**src/bst_pkg.sv**
```systemverilog
`default_nettype none
package bst_pkg;

    // ------------------------------------------------------------------
    // chain geometry and instruction codes
    // ------------------------------------------------------------------
    localparam int          CHAIN_LEN   = 158;
    localparam int          HEAD_LEN    = 126;
    localparam int          TAIL_LEN    = 32;
    localparam int          IR_LEN      = 3;
    localparam int          ID_LEN      = 32;

    localparam logic [2:0]  IR_EXTEST   = 3'h0;
    localparam logic [2:0]  IR_INTEST   = 3'h1;
    localparam logic [2:0]  IR_SAMPLE   = 3'h2;
    localparam logic [2:0]  IR_IDCODE   = 3'h3;
    localparam logic [2:0]  IR_BYPASS   = 3'h7;
    localparam logic [2:0]  IR_CAPTURE  = 3'h1;
    localparam logic        ID_FIXED_ONE = 1'h1;

    // ------------------------------------------------------------------
    // cell roles: 1 marks a data-in cell, 0 a drive or enable cell
    // ------------------------------------------------------------------
    localparam logic        PAT_IN      = 1'h1;
    localparam logic        PAT_OUT1    = 1'h0;
    localparam logic [1:0]  PAT_OUT     = 2'h0;
    localparam logic [2:0]  PAT_BIDIR   = 3'h4;

    // trailing single cell is a spare drive cell closing the head
    localparam logic [HEAD_LEN-1:0] HEAD_IS_INPUT = {
        PAT_IN, PAT_IN, PAT_IN, PAT_IN, PAT_IN, PAT_OUT, PAT_BIDIR, PAT_OUT1, PAT_IN, PAT_OUT,
        {16{PAT_BIDIR}}, PAT_IN, PAT_IN, {2{PAT_BIDIR}}, {8{PAT_OUT}}, {3{PAT_BIDIR}}, PAT_IN,
        {7{PAT_OUT}}, PAT_BIDIR, {6{PAT_OUT}}, PAT_OUT1};

    localparam logic [TAIL_LEN-1:0] TAIL_IS_INPUT = {
        PAT_OUT, PAT_BIDIR, PAT_BIDIR, PAT_IN, PAT_BIDIR, PAT_BIDIR, PAT_BIDIR, PAT_BIDIR,
        PAT_OUT1, PAT_IN, PAT_IN, PAT_OUT, PAT_BIDIR, PAT_IN, PAT_OUT};

    localparam logic [CHAIN_LEN-1:0] CELL_IS_INPUT = {HEAD_IS_INPUT, TAIL_IS_INPUT};

    // ------------------------------------------------------------------
    // initial cell values
    // ------------------------------------------------------------------
    localparam logic [HEAD_LEN-1:0] HEAD_INIT = {
        1'h0, 1'h0, 1'h1, 1'h0, 1'h0, 2'h0, 3'h0, 1'h0, 1'h0, 2'h1,
        3'h3, 3'h6, 3'h0, 3'h2, 3'h0, 3'h1, 3'h4, 91'h0};
    localparam logic [TAIL_LEN-1:0]  TAIL_INIT = 32'h0;
    localparam logic [CHAIN_LEN-1:0] BSR_INIT  = {HEAD_INIT, TAIL_INIT};

    // ------------------------------------------------------------------
    // carriers
    // ------------------------------------------------------------------
    // tail cells, first field nearest the serial input
    typedef struct packed {
        logic [1:0] data_bit_14;
        logic [2:0] data_bit_15;
        logic [2:0] tx_dma_request_a;
        logic       dma_acknowledge_a;
        logic [2:0] rx_dma_request_a;
        logic [2:0] rx_dma_request_b;
        logic [2:0] tx_dma_request_b;
        logic [2:0] dma_acknowledge_b;
        logic       request_to_send_b;
        logic       receive_data_b;
        logic       receive_clock_b;
        logic [1:0] transmit_data_b;
        logic [2:0] transmit_clock_b;
        logic       carrier_detect_b;
        logic [1:0] address_strobe_out;
    } bst_tail_t;

    typedef struct packed {
        logic tck;
        logic tms;
        logic tdi;
        logic trst_n;
    } bst_jtag_t;

    localparam bst_jtag_t JTAG_RESET = 4'h6;

    typedef enum logic [3:0] {
        TLR, RTI, SEL_DR, CAP_DR, SH_DR, EX1_DR, PA_DR, EX2_DR, UPD_DR,
        SEL_IR, CAP_IR, SH_IR, EX1_IR, PA_IR, EX2_IR, UPD_IR
    } bst_state_t;

endpackage : bst_pkg
`default_nettype wire

```
**src/bst_sync.sv**
```systemverilog
`timescale 1ns/1ps
`default_nettype none
module bst_sync
    import bst_pkg::*;
(
    input  wire logic      clock,
    input  wire logic      rst_n,
    input  wire bst_jtag_t async_in,
    output var  bst_jtag_t sync_out
);

    // ------------------------------------------------------------------
    // two-stage synchroniser per test pin
    // ------------------------------------------------------------------
    bst_jtag_t meta;

    always_ff @(posedge clock or negedge rst_n) begin
        if (!rst_n) begin
            meta     <= JTAG_RESET;
            sync_out <= JTAG_RESET;
        end else begin
            meta     <= async_in;
            sync_out <= meta;
        end
    end

endmodule : bst_sync
`default_nettype wire

```
**src/bst_tap_fsm.sv**
```systemverilog
`timescale 1ns/1ps
`default_nettype none
module bst_tap_fsm
    import bst_pkg::*;
(
    input  wire logic       clock,
    input  wire logic       rst_n,
    input  wire logic       step,
    input  wire logic       tms,
    input  wire logic       trst_n,
    output var  bst_state_t state
);

    // ------------------------------------------------------------------
    // sixteen-state controller, one step per test clock rise
    // ------------------------------------------------------------------
    bst_state_t next_state;

    always_comb begin
        next_state = state;
        case (state)
            TLR:     next_state = tms ? TLR    : RTI;
            RTI:     next_state = tms ? SEL_DR : RTI;
            SEL_DR:  next_state = tms ? SEL_IR : CAP_DR;
            CAP_DR:  next_state = tms ? EX1_DR : SH_DR;
            SH_DR:   next_state = tms ? EX1_DR : SH_DR;
            EX1_DR:  next_state = tms ? UPD_DR : PA_DR;
            PA_DR:   next_state = tms ? EX2_DR : PA_DR;
            EX2_DR:  next_state = tms ? UPD_DR : SH_DR;
            UPD_DR:  next_state = tms ? SEL_DR : RTI;
            SEL_IR:  next_state = tms ? TLR    : CAP_IR;
            CAP_IR:  next_state = tms ? EX1_IR : SH_IR;
            SH_IR:   next_state = tms ? EX1_IR : SH_IR;
            EX1_IR:  next_state = tms ? UPD_IR : PA_IR;
            PA_IR:   next_state = tms ? EX2_IR : PA_IR;
            EX2_IR:  next_state = tms ? UPD_IR : SH_IR;
            UPD_IR:  next_state = tms ? SEL_DR : RTI;
            default: next_state = TLR;
        endcase
    end

    // test reset overrides any step
    always_ff @(posedge clock or negedge rst_n) begin
        if (!rst_n) begin
            state <= TLR;
        end else if (!trst_n) begin
            state <= TLR;
        end else if (step) begin
            state <= next_state;
        end
    end
endmodule : bst_tap_fsm
`default_nettype wire

```
**src/bst_tap.sv**
```systemverilog
`timescale 1ns/1ps
`default_nettype none
module bst_tap
    import bst_pkg::*;
#(
    parameter logic [3:0]  ID_VERSION = 4'h1,   // arbitrary value
    parameter logic [15:0] ID_PART    = 16'hA5C3, // arbitrary value
    parameter logic [10:0] ID_MAKER   = 11'h2B4 // arbitrary value
) (
    input  wire logic                clock,
    input  wire logic                rst_n,
    input  wire logic                tck,
    input  wire logic                tms,
    input  wire logic                tdi,
    input  wire logic                trst_n,
    output var  logic                tdo,
    output var  logic                tdo_oe,
    input  wire logic [HEAD_LEN-1:0] head_sys_in,
    output var  logic [HEAD_LEN-1:0] head_sys_out,
    input  wire bst_tail_t           tail_sys_in,
    output var  bst_tail_t           tail_sys_out
);

    // ------------------------------------------------------------------
    // pin sampling and test clock edges
    // ------------------------------------------------------------------
    bst_jtag_t              pins_async;
    bst_jtag_t              pins_s;
    logic                   tck_prev;
    logic                   tck_rise;
    logic                   tck_fall;
    logic                   tdi_s;
    bst_state_t             state;

    assign pins_async = {tck, tms, tdi, trst_n};

    bst_sync u_sync (
        .clock    (clock),
        .rst_n    (rst_n),
        .async_in (pins_async),
        .sync_out (pins_s)
    );

    always_ff @(posedge clock or negedge rst_n) begin
        if (!rst_n) begin
            tck_prev <= 1'h0;
        end else begin
            tck_prev <= pins_s.tck;
        end
    end

    // tms and tdi share the synchroniser latency of tck, so they stay aligned
    assign tck_rise = pins_s.tck & ~tck_prev;
    assign tck_fall = ~pins_s.tck & tck_prev;
    assign tdi_s    = pins_s.tdi;

    bst_tap_fsm u_fsm (
        .clock  (clock),
        .rst_n  (rst_n),
        .step   (tck_rise),
        .tms    (pins_s.tms),
        .trst_n (pins_s.trst_n),
        .state  (state)
    );

    // ------------------------------------------------------------------
    // instruction register
    // ------------------------------------------------------------------
    logic [IR_LEN-1:0]      ir;
    logic [IR_LEN-1:0]      ir_shift;
    logic                   sel_extest;
    logic                   sel_intest;
    logic                   sel_sample;
    logic                   sel_id;
    logic                   sel_bsr;
    logic                   sel_bypass;

    always_ff @(posedge clock or negedge rst_n) begin
        if (!rst_n) begin
            ir_shift <= IR_CAPTURE;
        end else if (tck_rise && state == CAP_IR) begin
            ir_shift <= IR_CAPTURE;
        end else if (tck_rise && state == SH_IR) begin
            ir_shift <= {tdi_s, ir_shift[IR_LEN-1:1]};
        end
    end

    always_ff @(posedge clock or negedge rst_n) begin
        if (!rst_n) begin
            ir <= IR_IDCODE;
        end else if (state == TLR) begin
            ir <= IR_IDCODE;
        end else if (tck_fall && state == UPD_IR) begin
            ir <= ir_shift;
        end
    end

    assign sel_extest = (ir == IR_EXTEST);
    assign sel_intest = (ir == IR_INTEST);
    assign sel_sample = (ir == IR_SAMPLE);
    assign sel_id     = (ir == IR_IDCODE);
    assign sel_bsr    = sel_extest | sel_intest | sel_sample;
    // every unlisted code, 3'h7 among them, falls through to bypass
    assign sel_bypass = ~(sel_bsr | sel_id);

    // ------------------------------------------------------------------
    // boundary-scan register
    // ------------------------------------------------------------------
    logic [CHAIN_LEN-1:0]   sys_in;
    logic [CHAIN_LEN-1:0]   sys_out;
    logic [CHAIN_LEN-1:0]   bsr;
    logic [CHAIN_LEN-1:0]   upd;

    // head first, tail last so address strobe sits next to the output
    assign sys_in = {head_sys_in, tail_sys_in};

    always_ff @(posedge clock or negedge rst_n) begin
        if (!rst_n) begin
            bsr <= BSR_INIT;
        end else if (tck_rise && sel_bsr && state == CAP_DR) begin
            bsr <= sys_in;
        end else if (tck_rise && sel_bsr && state == SH_DR) begin
            bsr <= {tdi_s, bsr[CHAIN_LEN-1:1]};
        end
    end

    always_ff @(posedge clock or negedge rst_n) begin
        if (!rst_n) begin
            upd <= BSR_INIT;
        end else if (state == TLR) begin
            upd <= BSR_INIT;
        end else if (tck_fall && sel_bsr && state == UPD_DR) begin
            upd <= bsr;
        end
    end

    // data-in cells feed the core in internal test; drive and enable
    // cells feed the pads in external test; otherwise transparent
    genvar gi;
    generate
        for (gi = 0; gi < CHAIN_LEN; gi++) begin : g_cell
            logic test_drive;
            assign test_drive  = CELL_IS_INPUT[gi] ? sel_intest : sel_extest;
            assign sys_out[gi] = test_drive ? upd[gi] : sys_in[gi];
        end
    endgenerate

    assign head_sys_out = sys_out[CHAIN_LEN-1:TAIL_LEN];
    assign tail_sys_out = bst_tail_t'(sys_out[TAIL_LEN-1:0]);

    // ------------------------------------------------------------------
    // identification and bypass registers
    // ------------------------------------------------------------------
    localparam logic [ID_LEN-1:0] ID_WORD = {ID_VERSION, ID_PART, ID_MAKER, ID_FIXED_ONE};

    logic [ID_LEN-1:0]      idr;
    logic                   bypass;

    always_ff @(posedge clock or negedge rst_n) begin
        if (!rst_n) begin
            idr <= ID_WORD;
        end else if (tck_rise && sel_id && state == CAP_DR) begin
            idr <= ID_WORD;
        end else if (tck_rise && sel_id && state == SH_DR) begin
            idr <= {tdi_s, idr[ID_LEN-1:1]};
        end
    end

    always_ff @(posedge clock or negedge rst_n) begin
        if (!rst_n) begin
            bypass <= 1'h0;
        end else if (tck_rise && sel_bypass && state == CAP_DR) begin
            bypass <= 1'h0;
        end else if (tck_rise && sel_bypass && state == SH_DR) begin
            bypass <= tdi_s;
        end
    end

    // ------------------------------------------------------------------
    // serial output
    // ------------------------------------------------------------------
    logic                   dr_out;

    assign dr_out = sel_bsr ? bsr[0] : (sel_id ? idr[0] : bypass);

    // falling edge launch gives the tester a half period of setup, less the synchroniser latency
    always_ff @(posedge clock or negedge rst_n) begin
        if (!rst_n) begin
            tdo    <= 1'h0;
            tdo_oe <= 1'h0;
        end else if (tck_fall) begin
            case (state)
                SH_DR: begin
                    tdo    <= dr_out;
                    tdo_oe <= 1'h1;
                end
                SH_IR: begin
                    tdo    <= ir_shift[0];
                    tdo_oe <= 1'h1;
                end
                default: begin
                    tdo_oe <= 1'h0;
                end
            endcase
        end
    end
endmodule : bst_tap
`default_nettype wire

```
**config.mk**
```make
export PLATFORM = sky130hd
export DESIGN_NAME = bst_tap
export DESIGN_NICKNAME = d
export VERILOG_FILES = /design/src/bst_pkg.sv /design/src/bst_sync.sv /design/src/bst_tap_fsm.sv /design/src/bst_tap.sv
export SDC_FILE = /design/constraint.sdc
export NUM_CORES = 1
export LEC_CHECK = 0
export BUFFER_PORTS_ARGS = -buffer_cell sky130_fd_sc_hd__buf_2
export CORE_AREA = 4 4 208 159
export CTS_CLUSTER_SIZE = 8
export DETAILED_ROUTE_END_ITERATION = 10
export DIE_AREA = 0 0 212 163
export GPL_TIMING_DRIVEN = 0
export PLACE_DENSITY_LB_ADDON = 0.1
export SLEW_MARGIN = 5
export SYNTH_ARGS = -nofsm -noshare
export SYNTH_HDL_FRONTEND = slang
export SYNTH_SLANG_ARGS = --single-unit
```
**constraint.sdc**
```tcl
create_clock -name clock -period 2.3 [get_ports clock]
set_input_delay 0.46 -clock clock [delete_from_list [all_inputs] [get_ports clock]]
set_output_delay 0.46 -clock clock [all_outputs]
set_load 0.03 [all_outputs]
```
---- After elaboration in Yosys (flattened, before gate mapping) ----
Cells that the tools add are included.
storage, ports and cells
  flip-flop bits (word level) ............. 370
  input bits .............................. 164
  output and inout bits ................... 160
  logic and storage cells ................. 262
operators by class
  equality and inequality tests ........... 19
  mux-type cells .......................... 189
  bitwise operators ....................... 8
  reductions and logical operators ........ 28
operator list
  kind                  number
  $mux W158             4
  $mux W1               166
  $mux W32              2
  $pmux W4 S12          1
  $eq A4 B4 Y1 const B  8
  $mux W4               6
  $mux W3               6
  $eq A4 B3 Y1 const B  4
  $logic_and A1 B1 Y1   14
  $reduce_bool A2 Y1    7
  $eq A4 B2 Y1 const B  2
  $eq A3 B2 Y1 const B  2
  $mux W2               3
  $reduce_or A2 Y1      3
  $eq A4 B1 Y1 const B  1
  $logic_not A4 Y1      1
  $eq A3 B1 Y1 const B  1
  $logic_not A3 Y1      1
  $not A1 Y1            3
  $or A1 B1 Y1          3
  $reduce_or A3 Y1      1
  $and A1 B1 Y1         2
  $ne A2 B2 Y1 const B  1
  $pmux W1 S2           1
  $reduce_and A2 Y1     1

---- Longest topological paths before layout ----
  depth in word-level cells ............... 9
  mapped depth ............................ 8
  gate-level depth less buffers ........... 4

---- Cells and area by module ----
From an unflattened synthesis, not the netlist that was laid out.
second synthesis, totals
  cells, all modules ...................... 1823
  area, all modules ....................... 17235.3 um2
by module, submodules not included
  module       instances  cells each  area an instance (um2)  sequential area each (um2)
  bst_tap      1          1766        16673.5                 9003.6
  bst_tap_fsm  1          49          356.6                   100.1
  bst_sync     1          8           205.2                   205.2

---- Least setup slack after synthesis ----
Ideal clock, no wire load.
  path kind ............................... reg-to-output
  start point ............................. reg ir[2]
  end point ............................... out head_sys_out[31]
  arrival ................................. 1.639 ns
  data required time ...................... 1.840 ns
  setup slack ............................. 0.201 ns
  cell stages (with the launch flop) ...... 6
  buffers on the path ..................... 3
  path through ............................ dfrtp_1 > buf_2 > nor3_2 > buf_2 > buf_2 > mux2_2
between the ends
  longest elaborated chain between the ends .. 2
ends and longest elaborated chain
  item                    line            RTL
  from (decl)             bst_tap.sv:69   logic [IR_LEN-1:0] ir;
  from (signal assigned)  bst_tap.sv:94   ir <= ir_shift;
  $logic_not A3 Y1        bst_tap.sv:98   assign sel_extest = (ir == IR_EXTEST);
  $mux W1                 bst_tap.sv:144  assign sys_out[gi] = test_drive ? upd[gi] : sys_in[gi];
  to (decl)               bst_tap.sv:19   output var logic [HEAD_LEN-1:0] head_sys_out,
No other way between the ends.

==> flow_metrics.env <==
export IMPL_skew_ns=0.0147
export IMPL_finalSetupViolCount=158
export IMPL_sw_frac_of_total_pct=24.7
export IMPL_fmax_ghz=0.360
export IMPL_antenna_found_initial=1
export IMPL_maxCapViolCount=0
export IMPL_via_per_inst=5.97
export IMPL_power_frac_clock_pct=46.3
export IMPL_irDropWorstVdd_uv=471
export IMPL_tightest_slew_ns=0.982
export IMPL_avgSynthCellArea_um2=9.45
export IMPL_switchingPower_mw=3.72
export IMPL_relSlewSlack_pct=34.0
export IMPL_clockBufferDepth=3
export IMPL_drcViolationCount=0
export IMPL_clock_sinks=370
export IMPL_worst_setup_path_end_kind="primary output"
export IMPL_fin_area_um2=23000
export IMPL_htree_levels=2
export IMPL_outcome="finished with violations"
export IMPL_gp_congestion=0.855
export IMPL_clockRootBuffer="clkbuf_16"
export IMPL_crit_path_start_kind="register"
export IMPL_p_per_area_nw_per_um2=655
export IMPL_route_vias_total=15900
export IMPL_synthTopCellsByArea="dfrtp_1 (48%), nand2_1 (12%), mux2_2 (10%), dfstp_2 (6.1%), o22ai_1 (5.7%)"
export IMPL_hold_path_class="input port to register"
export IMPL_dpl_worst_slack_ns=-1.11
export IMPL_yosysMostFrequentCell="nand2_1"
export IMPL_io_pins=324
export IMPL_ys_seq_area_share_pct=54.1
export IMPL_fin_crit_sh_pct=121
export IMPL_seqPwrFrac_pct=43.5
export IMPL_clkTransAtPathRegs_ns=0.05
export IMPL_drt_iter0_drc=1522
export IMPL_synth_ff_type="dfrtp_1"
export IMPL_violations="setup timing"
export IMPL_post_dp_cell_area_um2=19400
export IMPL_drive_gt1_share_pct=31.1
export IMPL_critical_path_arrival_ns=2.32
export IMPL_die_area_um2=34600
export IMPL_yosys_cell_types_count=43
export IMPL_synth_area_um2=17200
export IMPL_dp_hpwl_um=35100
export IMPL_fin_ws_ns=-0.476
export IMPL_ys_ff_latch=370
export IMPL_start_util_pct=55.4
export IMPL_syn2layout_area_growth_pct=33.9
export IMPL_grt_usage_pct=30.2
export IMPL_grt_pass1_vias=15600
export IMPL_grt_pass1_wl_um=84300
export IMPL_die_h_um=163
export IMPL_ant_nets=0
export IMPL_power_internal_mw=11.4
export IMPL_crit_type="register to primary output"
export IMPL_required_ns=1.84
export IMPL_combinationalPowerShare_pct=10.2
export IMPL_synth_edf_count=0
export IMPL_grt_ovfl_total=0
export IMPL_dr_pass1_iters=5
export IMPL_slew_viol_final=0
export IMPL_cts_tree="done"
export IMPL_cp_max_fo=10
export IMPL_grt_start_max_net_pins=106
export IMPL_p_leak_nw=11.5
export IMPL_fin_nets=2393
export IMPL_synth_nets=1984
export IMPL_netlist_instances=1820
export IMPL_synth_top_area_cell="dfrtp_1"
export IMPL_synth_async_reset_ratio_pct=100
export IMPL_synth_cells_most_frequent="nand2_1 (541), dfrtp_1 (330), mux2_2 (158), o22ai_1 (158), nand3_1 (152)"
export IMPL_portBuffers=323
export IMPL_rsz0062_at_grt="yes"
export IMPL_finalCriticalPeriod_ns=2.78
export IMPL_synth_top_cell_area_share_pct=48.0
export IMPL_finalWirelength_um=54700
export IMPL_die_w_um=212
export IMPL_wl_per_cell_um=20.5
export IMPL_yosysWarnings=0
export IMPL_core_area_um2=31000
export IMPL_clk_latency_ns=0.56
export IMPL_cts_buffers=52
export IMPL_fp_row_count=56
export IMPL_timing_final_hold_violations=0
==> path summary, 6_finish.rpt <==
check | start | slack (ns) | to | cells after the start
max | ir[0] | -0.48 | tail_sys_out[1] | 7
min | tdi | 0.03 | u_sync.meta[1] | 1
max reg2reg | ir[0] | 0.01 | upd[32] | 8
min reg2reg | u_sync.meta[0] | 0.35 | u_sync.sync_out[0] | 0
max in group asynchronous | rst_n | 0.33 | bsr[126] | 4
min in group asynchronous | rst_n | 0.52 | upd[32] | 2
==> timing repair <==
action,CTS,global route
endpoints found under the setup margin,284,376
pin swaps,2,2
gates resized for setup,338,218
cloned,6,4
buffers inserted,19,7
hold endpoints to repair,27,0
hold buffers,3,0
==> cell type report <==
type,instances,area (µm²)
Antenna cell,1,2.50
Buffer,150,925
Clock buffer,81,1430
Clock inverter,3,26.3
Fill cell,2185,8010
Inverter,2,7.51
Multi-Input combinational cell,1293,7640
Sequential cell,370,9310
Tap cell,406,508
Timing Repair Buffer,360,3180
==> registers in the layout, indices dropped and copies added, names as in the netlist <==
| register | cells |
|---|---|
| tdo_oe | 1 |
| ir | 3 |
| upd | 158 |
| bsr | 158 |
| tdo | 1 |
| u_sync.sync_out | 4 |
| ir_shift | 3 |
| u_sync.meta | 4 |
| bypass | 1 |
| tck_prev | 1 |
| u_fsm.state | 4 |
| idr | 32 |
==> stage by stage <==
step           hold WS, ns  power, mW  TNS (ns)  std cells  utilization (%)
3_5_place_dp         0.343       7.91   -140.25       2552             62.6
6_report            0.0271       15.1    -63.01       2666             74.2
2_1_floorplan        0.164       7.31         0       1820                -
3_3_place_gp         0.339       7.88  -2413.97       2549             62.3
4_1_cts            0.00205       15.0    -51.00       2663             71.9
5_1_grt            0.00473       15.6    -70.43       2666             74.2
==> cell usage in the layout (no fill, tap or decap), drive strengths merged, types with 2 or more instances in the layout <==
cell type / count
buf: 427
dlygate4sd3: 3
a21o: 3
nor4: 2
a21oi: 4
inv: 4
nand2b: 3
mux2i: 4
mux2: 158
nor3: 6
dfstp: 40
and3b: 2
or3: 2
nand2: 541
o22ai: 158
o21ai: 207
a31oi: 3
o211ai: 6
clkbuf: 161
nand3: 152
dfrtp: 330
nor2: 21
nor2b: 6
nor3b: 3
==> metal layers <==
metal,up-vias,GRT usage (%),routed length (µm)
li1,7135,-,-
met1,7854,45.5,24000
met2,805,46.0,24800
met3,128,5.35,4580
met4,0,7.22,1330
met5,-,0,0
==> cell families (layout without fill, tap and decap cells) <==
group / count (synthesis) / after routing / synth area share [%]
buffers and inverters: 157 / 596 / 4.47
and+or+nand+nor: 743 / 743 / 18.0
DFF: 370 / 370 / 54.1
AOI/OAI and AO/OA: 387 / 387 / 12.8
other: 0 / 1 / 0
muxes: 162 / 162 / 10.6
xor gates and xnor gates: 1 / 1 / 0.0509
==> worst max-delay path: stages (launching register included) <==
cell and delay (ns):
dfstp_2 0.39, buf_12 0.13, nor3_4 0.24, buf_4 0.17
buf_12 0.15, buf_12 0.15, mux2_2 0.36, buf_6 0.15
==> power by group through the flow <==
stage	combinational (mW)	clock, mW	sequential (mW)
2_1_floorplan	0.638	0	6.67
3_3_place_gp	1.21	0	6.67
3_5_place_dp	1.24	0	6.67
4_1_cts	1.41	7.06	6.57
5_1_grt	1.62	7.37	6.57
6_report	1.53	6.99	6.57
Power figures use the tool's default switching activity.
